File: src/rtl/rtcdar_pkg.sv
// constants for the rtc day-of-month and alarm register block
package rtcdar_pkg;
    // ----------------------------------------------------------------
    // register offsets
    // ----------------------------------------------------------------
    localparam logic [7:0] OFS_DAY = 8'h0d;
    localparam logic [7:0] OFS_A1_SEC = 8'h0e;
    localparam logic [7:0] OFS_A1_MIN = 8'h0f;
    localparam logic [7:0] OFS_A2_SEC = 8'h15;
    localparam logic [7:0] OFS_A2_MIN = 8'h16;
    // ----------------------------------------------------------------
    // reset values and field layout
    // ----------------------------------------------------------------
    localparam logic [7:0] RST_DAY = 8'h01;
    localparam logic [7:0] RST_ALARM = 8'h00;
    localparam logic [7:0] DAY_FIELD_MASK = 8'h3f;
    localparam logic [7:0] FULL_MASK = 8'hff;
    localparam int ALARM_EN_BIT = 7;
    localparam int NUM_SLOTS = 5;
    localparam int NUM_ALARMS = 2;
    // slot numbers inside the register array
    localparam logic [2:0] SLOT_DAY = 3'h0;
    localparam logic [2:0] SLOT_A1_SEC = 3'h1;
    localparam logic [2:0] SLOT_A1_MIN = 3'h2;
    localparam logic [2:0] SLOT_A2_SEC = 3'h3;
    localparam logic [2:0] SLOT_A2_MIN = 3'h4;
    localparam logic [2:0] SLOT_NONE = 3'h7;
    // ----------------------------------------------------------------
    // calendar limits
    // ----------------------------------------------------------------
    localparam logic [6:0] DAY_MIN = 7'h01;
    localparam logic [6:0] DAY_MAX_LONG = 7'h1f;
    localparam logic [6:0] DAY_MAX_SHORT = 7'h1e;
    localparam logic [6:0] DAY_MAX_FEB = 7'h1c;
    localparam logic [6:0] DAY_MAX_FEB_LEAP = 7'h1d;
    localparam logic [6:0] MONTH_FEB = 7'h02;
    localparam logic [6:0] MONTH_APR = 7'h04;
    localparam logic [6:0] MONTH_JUN = 7'h06;
    localparam logic [6:0] MONTH_SEP = 7'h09;
    localparam logic [6:0] MONTH_NOV = 7'h0b;
endpackage

File: src/rtl/rtcdar_alarm_if.sv
// link between the register file and one alarm comparator
`timescale 1ns/1ps
interface rtcdar_alarm_if;
    logic [7:0] sec_reg;
    logic [7:0] min_reg;
    logic [6:0] cur_sec;
    logic [6:0] cur_min;
    logic count_ok;
    logic irq;
    modport regs (
        output sec_reg,
        output min_reg,
        output cur_sec,
        output cur_min,
        output count_ok,
        input irq
    );
    modport core (
        input sec_reg,
        input min_reg,
        input cur_sec,
        input cur_min,
        input count_ok,
        output irq
    );
endinterface

File: src/rtl/rtcdar_regs.sv
// double-buffered day-of-month and alarm registers of the rtc
//
// What this block does
// - host writes land in a shadow copy; core takes it on write commit.
// - host copy reloads from core only while read refresh is set.
// - day register is 8 bits, day in bits 5:0, bits 7:6 reserved.
// - february allows 28 days, 29 when year divides by four.
// - alarm seconds value in bits 6:0, match enable in bit 7.
// - alarm minutes value in bits 6:0, match enable in bit 7.
// - enabled seconds equal to current seconds raises that alarm.
// - enabled minutes equal to current minutes raises that alarm.
// - counts count as valid only while day lies in 1 to 31.
`timescale 1ns/1ps
module rtcdar_regs (
    input wire logic core_clk,
    input wire logic rst,
    input wire logic rtc_uvlo,
    input wire logic [7:0] reg_addr,
    input wire logic reg_wr,
    input wire logic reg_rd,
    input wire logic [7:0] reg_wdata,
    output logic [7:0] reg_rdata,
    input wire logic write_commit_flag,
    input wire logic read_refresh_flag,
    input wire logic bcd_mode,
    input wire logic [7:0] cur_day,
    input wire logic [7:0] cur_month,
    input wire logic [7:0] cur_year,
    input wire logic [6:0] current_seconds_count,
    input wire logic [6:0] current_minutes_count,
    output logic day_load,
    output logic [7:0] day_load_value,
    output logic day_in_range,
    output logic [rtcdar_pkg::NUM_ALARMS-1:0] alarm_interrupt_x
);
    import rtcdar_pkg::*;

    // ----------------------------------------------------------------
    // helpers
    // ----------------------------------------------------------------
    function automatic logic [2:0] addr_slot(input logic [7:0] a);
        case (a)
            OFS_DAY: addr_slot = SLOT_DAY;
            OFS_A1_SEC: addr_slot = SLOT_A1_SEC;
            OFS_A1_MIN: addr_slot = SLOT_A1_MIN;
            OFS_A2_SEC: addr_slot = SLOT_A2_SEC;
            OFS_A2_MIN: addr_slot = SLOT_A2_MIN;
            default: addr_slot = SLOT_NONE;
        endcase
    endfunction

    // value of a calendar field in plain binary, either format
    function automatic logic [6:0] to_bin(input logic [7:0] v,
                                          input logic bcd);
        logic [6:0] tens;
        tens = {3'h0, v[7:4]};
        if (bcd) begin
            to_bin = 7'(tens * 7'd10) + {3'h0, v[3:0]};
        end else begin
            to_bin = v[6:0];
        end
    endfunction

    function automatic logic [7:0] slot_mask(input logic [2:0] s);
        slot_mask = (s == SLOT_DAY) ? DAY_FIELD_MASK : FULL_MASK;
    endfunction

    function automatic logic [7:0] slot_reset(input logic [2:0] s);
        slot_reset = (s == SLOT_DAY) ? RST_DAY : RST_ALARM;
    endfunction

    // ----------------------------------------------------------------
    // decode
    // ----------------------------------------------------------------
    // the backup-supply undervoltage clears everything, like reset
    wire clr = rst | rtc_uvlo;
    wire [2:0] acc_slot = addr_slot(reg_addr);
    wire acc_hit = (acc_slot != SLOT_NONE);
    wire host_wr = reg_wr & acc_hit;

    logic [7:0] host_q [NUM_SLOTS];
    logic [7:0] core_q [NUM_SLOTS];
    logic [7:0] reg_rdata_q;
    logic day_load_q;
    logic [7:0] day_load_value_q;
    logic day_in_range_q;

    // the core's day lives in the external counter, alarms live here
    logic [7:0] core_view [NUM_SLOTS];
    always_comb begin
        core_view[SLOT_DAY] = cur_day & DAY_FIELD_MASK;
        for (int i = 1; i < NUM_SLOTS; i++) begin
            core_view[i] = core_q[i];
        end
    end

    // ----------------------------------------------------------------
    // host copies and core copies
    // ----------------------------------------------------------------
    // a host write in the same cycle as a refresh wins, so no host
    // data is silently lost
    always_ff @(posedge core_clk) begin
        for (int i = 0; i < NUM_SLOTS; i++) begin
            if (clr) begin
                host_q[i] <= slot_reset(3'(i));
                core_q[i] <= slot_reset(3'(i));
            end else begin
                if (host_wr && acc_slot == 3'(i)) begin
                    host_q[i] <= reg_wdata & slot_mask(3'(i));
                end else if (read_refresh_flag) begin
                    host_q[i] <= core_view[i];
                end
                if (write_commit_flag) begin
                    core_q[i] <= host_q[i];
                end
            end
        end
    end

    // ----------------------------------------------------------------
    // day upload to the counter and read port
    // ----------------------------------------------------------------
    always_ff @(posedge core_clk) begin
        if (clr) begin
            day_load_q <= 1'b0;
            day_load_value_q <= RST_DAY;
            reg_rdata_q <= 8'h00;
        end else begin
            day_load_q <= write_commit_flag;
            if (write_commit_flag) begin
                day_load_value_q <= host_q[SLOT_DAY];
            end
            if (reg_rd) begin
                reg_rdata_q <= acc_hit ? host_q[acc_slot] : 8'h00;
            end
        end
    end

    // ----------------------------------------------------------------
    // calendar checks on the host's day value
    // ----------------------------------------------------------------
    wire [6:0] host_day = to_bin(host_q[SLOT_DAY], bcd_mode);
    wire [6:0] month_bin = to_bin(cur_month, bcd_mode);
    wire [6:0] year_bin = to_bin(cur_year, bcd_mode);
    // every fourth year is a leap year, no century exception
    wire leap = (year_bin[1:0] == 2'b00);
    wire short_month = (month_bin == MONTH_APR) ||
        (month_bin == MONTH_JUN) || (month_bin == MONTH_SEP) ||
        (month_bin == MONTH_NOV);
    wire [6:0] day_limit = (month_bin == MONTH_FEB) ?
        (leap ? DAY_MAX_FEB_LEAP : DAY_MAX_FEB) :
        (short_month ? DAY_MAX_SHORT : DAY_MAX_LONG);
    wire host_day_ok = (host_day >= DAY_MIN) && (host_day <= day_limit);

    // status only: the host owns the calendar's consistency
    always_ff @(posedge core_clk) begin
        if (clr) begin
            day_in_range_q <= 1'b1;
        end else begin
            day_in_range_q <= host_day_ok;
        end
    end

    // the running day, as the core sees it, gates the alarm counts
    wire [6:0] run_day = to_bin(cur_day & DAY_FIELD_MASK, bcd_mode);
    wire count_ok = (run_day >= DAY_MIN) && (run_day <= DAY_MAX_LONG);

    // ----------------------------------------------------------------
    // alarm comparators
    // ----------------------------------------------------------------
    rtcdar_alarm_if al_if [NUM_ALARMS] ();

    for (genvar g = 0; g < NUM_ALARMS; g++) begin : g_alarm
        assign al_if[g].sec_reg = core_q[1 + 2 * g];
        assign al_if[g].min_reg = core_q[2 + 2 * g];
        assign al_if[g].cur_sec = current_seconds_count;
        assign al_if[g].cur_min = current_minutes_count;
        assign al_if[g].count_ok = count_ok;
        assign alarm_interrupt_x[g] = al_if[g].irq;
        rtcdar_alarm u_alarm (
            .core_clk(core_clk),
            .rst(clr),
            .al(al_if[g])
        );
    end

    assign reg_rdata = reg_rdata_q;
    assign day_load = day_load_q;
    assign day_load_value = day_load_value_q;
    assign day_in_range = day_in_range_q;

    // ----------------------------------------------------------------
    // checks
    // ----------------------------------------------------------------
    chk_commit_only: assert property (
        @(posedge core_clk) disable iff (clr)
        !write_commit_flag |=> $stable(core_q[SLOT_A1_SEC]) &&
            $stable(core_q[SLOT_A2_MIN]))
        else $error("core alarm changed without a commit");
    chk_commit_take: assert property (
        @(posedge core_clk) disable iff (clr)
        write_commit_flag |=> day_load &&
            core_q[SLOT_A1_MIN] == $past(host_q[SLOT_A1_MIN]) &&
            day_load_value == $past(host_q[SLOT_DAY]))
        else $error("commit did not move the shadow copy");
    chk_refresh_hold: assert property (
        @(posedge core_clk) disable iff (clr)
        (!read_refresh_flag && !host_wr) |=> $stable(host_q[SLOT_DAY]))
        else $error("host day changed without refresh or write");
    chk_refresh_load: assert property (
        @(posedge core_clk) disable iff (clr)
        (read_refresh_flag && !(host_wr && acc_slot == SLOT_A2_SEC))
        |=> host_q[SLOT_A2_SEC] == $past(core_q[SLOT_A2_SEC]))
        else $error("refresh did not reload the host copy");
    chk_rsvd_zero: assert property (
        @(posedge core_clk) disable iff (clr)
        reg_rd && acc_slot == SLOT_DAY |=> reg_rdata[7:6] == 2'b00)
        else $error("reserved day bits read as non-zero");
    chk_feb_leap: assert property (
        @(posedge core_clk) disable iff (clr)
        (month_bin == MONTH_FEB && !leap && host_day == 7'd29)
        |=> !day_in_range)
        else $error("day 29 accepted in an ordinary february");
    chk_rsvd_dropped: assert property (
        @(posedge core_clk) disable iff (clr)
        host_q[SLOT_DAY][7:6] == 2'b00)
        else $error("reserved day bits held in the host copy");
    chk_write_lands: assert property (
        @(posedge core_clk) disable iff (clr)
        (host_wr && acc_slot == SLOT_A1_SEC)
        |=> host_q[SLOT_A1_SEC] == $past(reg_wdata))
        else $error("host write did not reach the shadow copy");
    chk_day_refresh: assert property (
        @(posedge core_clk) disable iff (clr)
        (read_refresh_flag && !(host_wr && acc_slot == SLOT_DAY))
        |=> host_q[SLOT_DAY] == ($past(cur_day) & DAY_FIELD_MASK))
        else $error("refresh did not reload the host day");
    chk_core_hold: assert property (
        @(posedge core_clk) disable iff (clr)
        !write_commit_flag |=> $stable(core_q[SLOT_A1_MIN]) &&
            $stable(core_q[SLOT_A2_SEC]))
        else $error("core alarm moved without a commit");
    chk_commit_rest: assert property (
        @(posedge core_clk) disable iff (clr)
        write_commit_flag |=>
            core_q[SLOT_A1_SEC] == $past(host_q[SLOT_A1_SEC]) &&
            core_q[SLOT_A2_SEC] == $past(host_q[SLOT_A2_SEC]) &&
            core_q[SLOT_A2_MIN] == $past(host_q[SLOT_A2_MIN]))
        else $error("commit left a core alarm behind");
    chk_load_pulse: assert property (
        @(posedge core_clk) disable iff (clr)
        !write_commit_flag |=> !day_load)
        else $error("day upload without a commit");
    chk_load_hold: assert property (
        @(posedge core_clk) disable iff (clr)
        !write_commit_flag |=> $stable(day_load_value))
        else $error("uploaded day changed without a commit");
    chk_load_value: assert property (
        @(posedge core_clk) disable iff (clr)
        day_load |-> day_load_value == $past(host_q[SLOT_DAY]))
        else $error("uploaded day differs from the shadow day");
    chk_read_copy: assert property (
        @(posedge core_clk) disable iff (clr)
        (reg_rd && acc_slot == SLOT_A1_MIN)
        |=> reg_rdata == $past(host_q[SLOT_A1_MIN]))
        else $error("read did not return the host copy");
    chk_rdata_hold: assert property (
        @(posedge core_clk) disable iff (clr)
        !reg_rd |=> $stable(reg_rdata))
        else $error("read data changed without a read");
    chk_zero_day: assert property (
        @(posedge core_clk) disable iff (clr)
        cur_day[5:0] == 6'h00 |=> alarm_interrupt_x == '0)
        else $error("alarm raised on day zero");
    chk_alarms_apart: assert property (
        @(posedge core_clk) disable iff (clr)
        (core_q[SLOT_A1_SEC][6:0] != current_seconds_count &&
            !core_q[SLOT_A1_MIN][ALARM_EN_BIT])
        |=> !alarm_interrupt_x[0])
        else $error("alarm one raised without its own match");
    chk_sec_disabled: assert property (
        @(posedge core_clk) disable iff (clr)
        (!core_q[SLOT_A2_SEC][ALARM_EN_BIT] &&
            core_q[SLOT_A2_MIN][6:0] != current_minutes_count)
        |=> !alarm_interrupt_x[1])
        else $error("disabled seconds match raised alarm two");
    chk_clear_state: assert property (
        @(posedge core_clk)
        clr |=> host_q[SLOT_DAY] == RST_DAY &&
            core_q[SLOT_A1_SEC] == RST_ALARM && reg_rdata == 8'h00 &&
            !day_load && day_in_range)
        else $error("clear did not restore the reset values");
    chk_short_month: assert property (
        @(posedge core_clk) disable iff (clr)
        (month_bin == MONTH_APR && host_day == 7'h1f)
        |=> !day_in_range)
        else $error("day 31 accepted in a short month");
    chk_leap_feb: assert property (
        @(posedge core_clk) disable iff (clr)
        (month_bin == MONTH_FEB && leap && host_day == 7'h1d)
        |=> day_in_range)
        else $error("day 29 refused in a leap february");
endmodule

File: src/rtl/rtcdar_alarm.sv
// one alarm comparator: seconds and minutes match with enables
`timescale 1ns/1ps
module rtcdar_alarm (
    input wire logic core_clk,
    input wire logic rst,
    rtcdar_alarm_if.core al
);
    import rtcdar_pkg::*;

    // ----------------------------------------------------------------
    // match terms
    // ----------------------------------------------------------------
    wire sec_en = al.sec_reg[ALARM_EN_BIT];
    wire min_en = al.min_reg[ALARM_EN_BIT];
    wire sec_eq = (al.sec_reg[6:0] == al.cur_sec);
    wire min_eq = (al.min_reg[6:0] == al.cur_min);
    wire sec_hit = sec_en & sec_eq;
    wire min_hit = min_en & min_eq;
    // counts are ignored while the calendar day is out of range
    wire match_now = al.count_ok & (sec_hit | min_hit);

    logic match_q;
    logic irq_q;

    // a match that lasts a whole second raises only one pulse
    always_ff @(posedge core_clk) begin
        if (rst) begin
            match_q <= 1'b0;
            irq_q <= 1'b0;
        end else begin
            match_q <= match_now;
            irq_q <= match_now & ~match_q;
        end
    end

    assign al.irq = irq_q;

    // ----------------------------------------------------------------
    // checks
    // ----------------------------------------------------------------
    chk_sec_raise: assert property (
        @(posedge core_clk) disable iff (rst)
        (sec_en && sec_eq && al.count_ok && !match_q) |=> irq_q)
        else $error("seconds match did not raise the alarm");
    chk_min_raise: assert property (
        @(posedge core_clk) disable iff (rst)
        (min_en && min_eq && al.count_ok && !match_q) |=> irq_q)
        else $error("minutes match did not raise the alarm");
    chk_enable_gates: assert property (
        @(posedge core_clk) disable iff (rst)
        irq_q |-> $past(sec_hit || min_hit))
        else $error("alarm raised without an enabled match");
    chk_bad_day: assert property (
        @(posedge core_clk) disable iff (rst)
        !al.count_ok |=> !irq_q)
        else $error("alarm raised while the day was invalid");
    chk_one_pulse: assert property (
        @(posedge core_clk) disable iff (rst)
        irq_q |=> !irq_q)
        else $error("alarm pulse held longer than one cycle");
endmodule

File: config.mk
export PLATFORM = sky130hd
export DESIGN_NAME = rtcdar_regs
export DESIGN_NICKNAME = d
export VERILOG_FILES = /design/src/rtl/rtcdar_pkg.sv /design/src/rtl/rtcdar_alarm_if.sv /design/src/rtl/rtcdar_regs.sv /design/src/rtl/rtcdar_alarm.sv
export SDC_FILE = /design/constraint.sdc
export NUM_CORES = 1
export LEC_CHECK = 0
export ABC_AREA = 0
export BUFFER_PORTS_ARGS = -buffer_cell sky130_fd_sc_hd__buf_2
export CORE_ASPECT_RATIO = 0.6
export CORE_UTILIZATION = 50
export DETAILED_ROUTE_END_ITERATION = 10
export PLACE_DENSITY = 0.72
export SKIP_LAST_GASP = 1
export SLEW_MARGIN = 40
export SYNTH_ARGS = -nofsm -noshare
export SYNTH_HDL_FRONTEND = slang
export SYNTH_SLANG_ARGS = --single-unit
File: constraint.sdc
create_clock -name core_clk -period 4.7 [get_ports core_clk]
set_input_delay 0.94 -clock core_clk [delete_from_list [all_inputs] [get_ports core_clk]]
set_output_delay 0.94 -clock core_clk [all_outputs]
set_load 0.005 [all_outputs]
==> results.sh <==
export IMPL_outcome="complete, no violations"
export IMPL_fmax_ghz=0.293
export IMPL_drive_gt1_frac=0.209
export IMPL_top_layer="met4"
export IMPL_firstDrtPassIters=4
export IMPL_multi_input_area_um2=2450
export IMPL_yosysSeqAreaShare=0.490
export IMPL_crit_type="input port to flip-flop"
export IMPL_arrival_ns=3.64
export IMPL_p_per_area_nw_per_um2=323
export IMPL_ys_flop_type="edfxtp_1"
export IMPL_io_buffers=72
export IMPL_synthCells=465
export IMPL_clock_sinks=90
export IMPL_wl_met2_mm=5.76
export IMPL_clockBufferDepth=2
export IMPL_clock_skew_ns=0.0104
export IMPL_fp_dieH_um=80.3
export IMPL_cts_max_level=3
export IMPL_finalHoldViolations=0
export IMPL_crit_chain="buf_2, ha_1, ha_1, inv_1, fa_1, o31ai_1, a31oi_1, a211o_1, ha_1, a21oi_1, o21ai_0, nor3_1, a211oi_1"
export IMPL_rsz0062_at_grt="false"
export IMPL_worstPathRequired_ns=4.93
export IMPL_post_route_period_util=0.725
export IMPL_netlist_area_um2=5110
export IMPL_fin_setup_tns_ns=0
export IMPL_slowest_stage="fa_1"
export IMPL_slew_headroom=0.498
export IMPL_p_leak_uw=0.00251
export IMPL_initial_core_util=0.517
export IMPL_min_path_type="flip-flop to flip-flop"
export IMPL_ant_nets=0
export IMPL_maxCapViolCount=0
export IMPL_wl_per_cell_um=20.9
export IMPL_setup_viol=0
export IMPL_synth_cell_type_count=65
export IMPL_fin_crit_ns=3.41
export IMPL_worst_path_largest_cell_delay_ns=0.46
export IMPL_dieWidth_um=132
export IMPL_dieArea_um2=10600
export IMPL_gr_total_overflow=0
export IMPL_io_pins=82
export IMPL_cp_common_cell="ha_1"
export IMPL_cts_tree="done"
export IMPL_crit_path_end_kind="flip-flop"
export IMPL_min_from="g_alarm[1].u_alarm.match_q"
export IMPL_yosysWarnings=0
export IMPL_worstSetupStartpoint="cur_month[5]"
export IMPL_power_uw=1890
export IMPL_timing_rr_start="host_q[0][4]"
export IMPL_cts_setup_buffers=0
export IMPL_clkTransAtPathRegs_ns=0.07
export IMPL_num_vias=4030
export IMPL_grt_first_pass_wirelength_mm=21.4
export IMPL_areaGrowthSynthToFinish_pct=14.6
export IMPL_cts_buffers_inserted=9
export IMPL_place_congestion=0.986
export IMPL_clk_latency_ns=0.35
export IMPL_num_antenna_cells=0
export IMPL_post_route_drc_count=0
export IMPL_critPathMaxFanout=4
export IMPL_synth_seq_cells=90
export IMPL_peakVddDrop_mv=0.215
export IMPL_dp_hpwl_mm=10.1
export IMPL_post_cts_resized_instances=0
export IMPL_start_kind="input port"
export IMPL_dr_wl_met3_mm=1.43
export IMPL_first_iter_violations=452
export IMPL_worst_pin_slew_ns=0.753
export IMPL_syn_avg_cell_area_um2=11.0
export IMPL_drv_slew=0
export IMPL_layout_nets=606
export IMPL_num_rows=28
export IMPL_seqCellArea_um2=2500
export IMPL_synth_async_sr_flop_share=0
export IMPL_hold_buffers=0
export IMPL_routed_wl_mm=13.9
export IMPL_core_area_um2=9880
export IMPL_synth_edf_count=70
export IMPL_root_buffer="clkbuf_16"
export IMPL_viasPerCell=6.05
export IMPL_final_fill_count=827
export IMPL_antenna_found_initial=0
export IMPL_grt_pass1_vias=3724
export IMPL_track_usage=0.275
export IMPL_met1Wirelength_mm=6.59
export IMPL_grt_max_degree=56
state kept, by name (all words and copies together), names as in the netlist:
name                     flops
day_load_value               6
day_in_range                 1
reg_rdata                    8
host_q                      38
day_load                     1
g_alarm.u_alarm.match_q      2
g_alarm.u_alarm.al.irq       2
core_q                      32
cell type report:
class,instances,area share
Inverter,8,0.00513
Timing Repair Buffer,76,0.0667
Tap cell,135,0.0289
Clock buffer,10,0.0391
Clock inverter,6,0.0141
Sequential cell,90,0.428
Multi-Input combinational cell,341,0.418
layer usage:
layer / track usage / vias up
met5: 0 / -
met4: 0.0644 / 0
met3: 0.0777 / 18
met2: 0.390 / 182
met1: 0.408 / 1979
li1: - / 1851
layout by cell type, fill, tap and decap left out, types with 6 or more instances in the layout:
cell type	instances
xor2_1	14
mux2i_1	22
clkbuf_16	9
a31oi_1	6
o221ai_1	6
ha_1	14
edfxtp_1	70
a21oi_1	11
nor2b_1	9
nand3_1	18
inv_1	8
o21ai_0	25
nand2_1	37
nand2b_1	7
xnor2_1	19
dfxtp_1	20
buf_2	72
a22o_1	16
nor2_1	28
and3_1	34
logic make-up after synthesis:
family,count (synthesis),share of synthesized area
multiplexers,25,0.0497
AO/OA/AOI/OAI,95,0.133
XOR/XNOR,33,0.0566
AND/OR/NAND/NOR,168,0.186
buffers and inverters,35,0.0341
adder cells (fa/ha/maj),18,0.0500
other,1,0.000734
flip-flops,90,0.490
where the power goes:
| group | switching (µW) | internal [µW] | total (µW) |
|---|---|---|---|
| logic | 129 | 86.5 | 216 |
| clock network | 298 | 463 | 761 |
| registers | 28.5 | 886 | 915 |
| total | 456 | 1440 | 1890 |
worst max-delay path: cells and delay by family:
kind            cells  cell delay [ns]
compound gates      6             1.11
fa+ha+maj           4             1.22
buf+inv             2             0.20
simple gates        1             0.18
path summary, 6_finish.rpt:
check	endpoint	cells after the start	slack [ns]
max	day_in_range	13	1.29
min	g_alarm[1].u_alarm.al.irq	1	0.39
max reg2reg	day_in_range	7	2.60
min reg2reg	g_alarm[1].u_alarm.al.irq	1	0.39
per-stage QoR:
stage               setup slack (ns)  instances  hold WS [ns]  area, µm²   util
finish                          1.29        666         0.390       5850  0.592
global route                    1.10        666         0.405       5850  0.592
CTS                             1.31        666         0.393       5850  0.592
detailed placement             0.950        650         0.385       5540  0.560
global placement               0.991        650         0.381       5540  0.560
floorplan                       1.41        466         0.376       5110      -
cell usage after synthesis (3+ instances only):
master	instances	share of area
clkbuf_1	14	0.010
and2_1	3	0.0037
nand3_1	18	0.018
buf_4	6	0.0088
xor2_1	14	0.024
o21ai_0	25	0.024
nor2b_1	9	0.011
nor3_1	3	0.0029
mux2i_1	22	0.043
nand4_1	5	0.0061
xnor2_1	19	0.033
mux2_2	3	0.0066
nor2_1	29	0.021
a21oi_1	11	0.011
ha_1	14	0.034
inv_1	8	0.0059
and3_1	34	0.042
nand2b_1	7	0.0086
buf_2	4	0.0039
a211oi_1	3	0.0044
a22o_1	16	0.027
fa_1	4	0.016
nand2_1	37	0.027
o22ai_1	5	0.0061
dfxtp_1	20	0.078
edfxtp_1	70	0.41
a31oi_1	6	0.0074
nor4_1	5	0.0061
o221ai_1	6	0.010
Note: power is estimated with default switching activity, not from simulation.
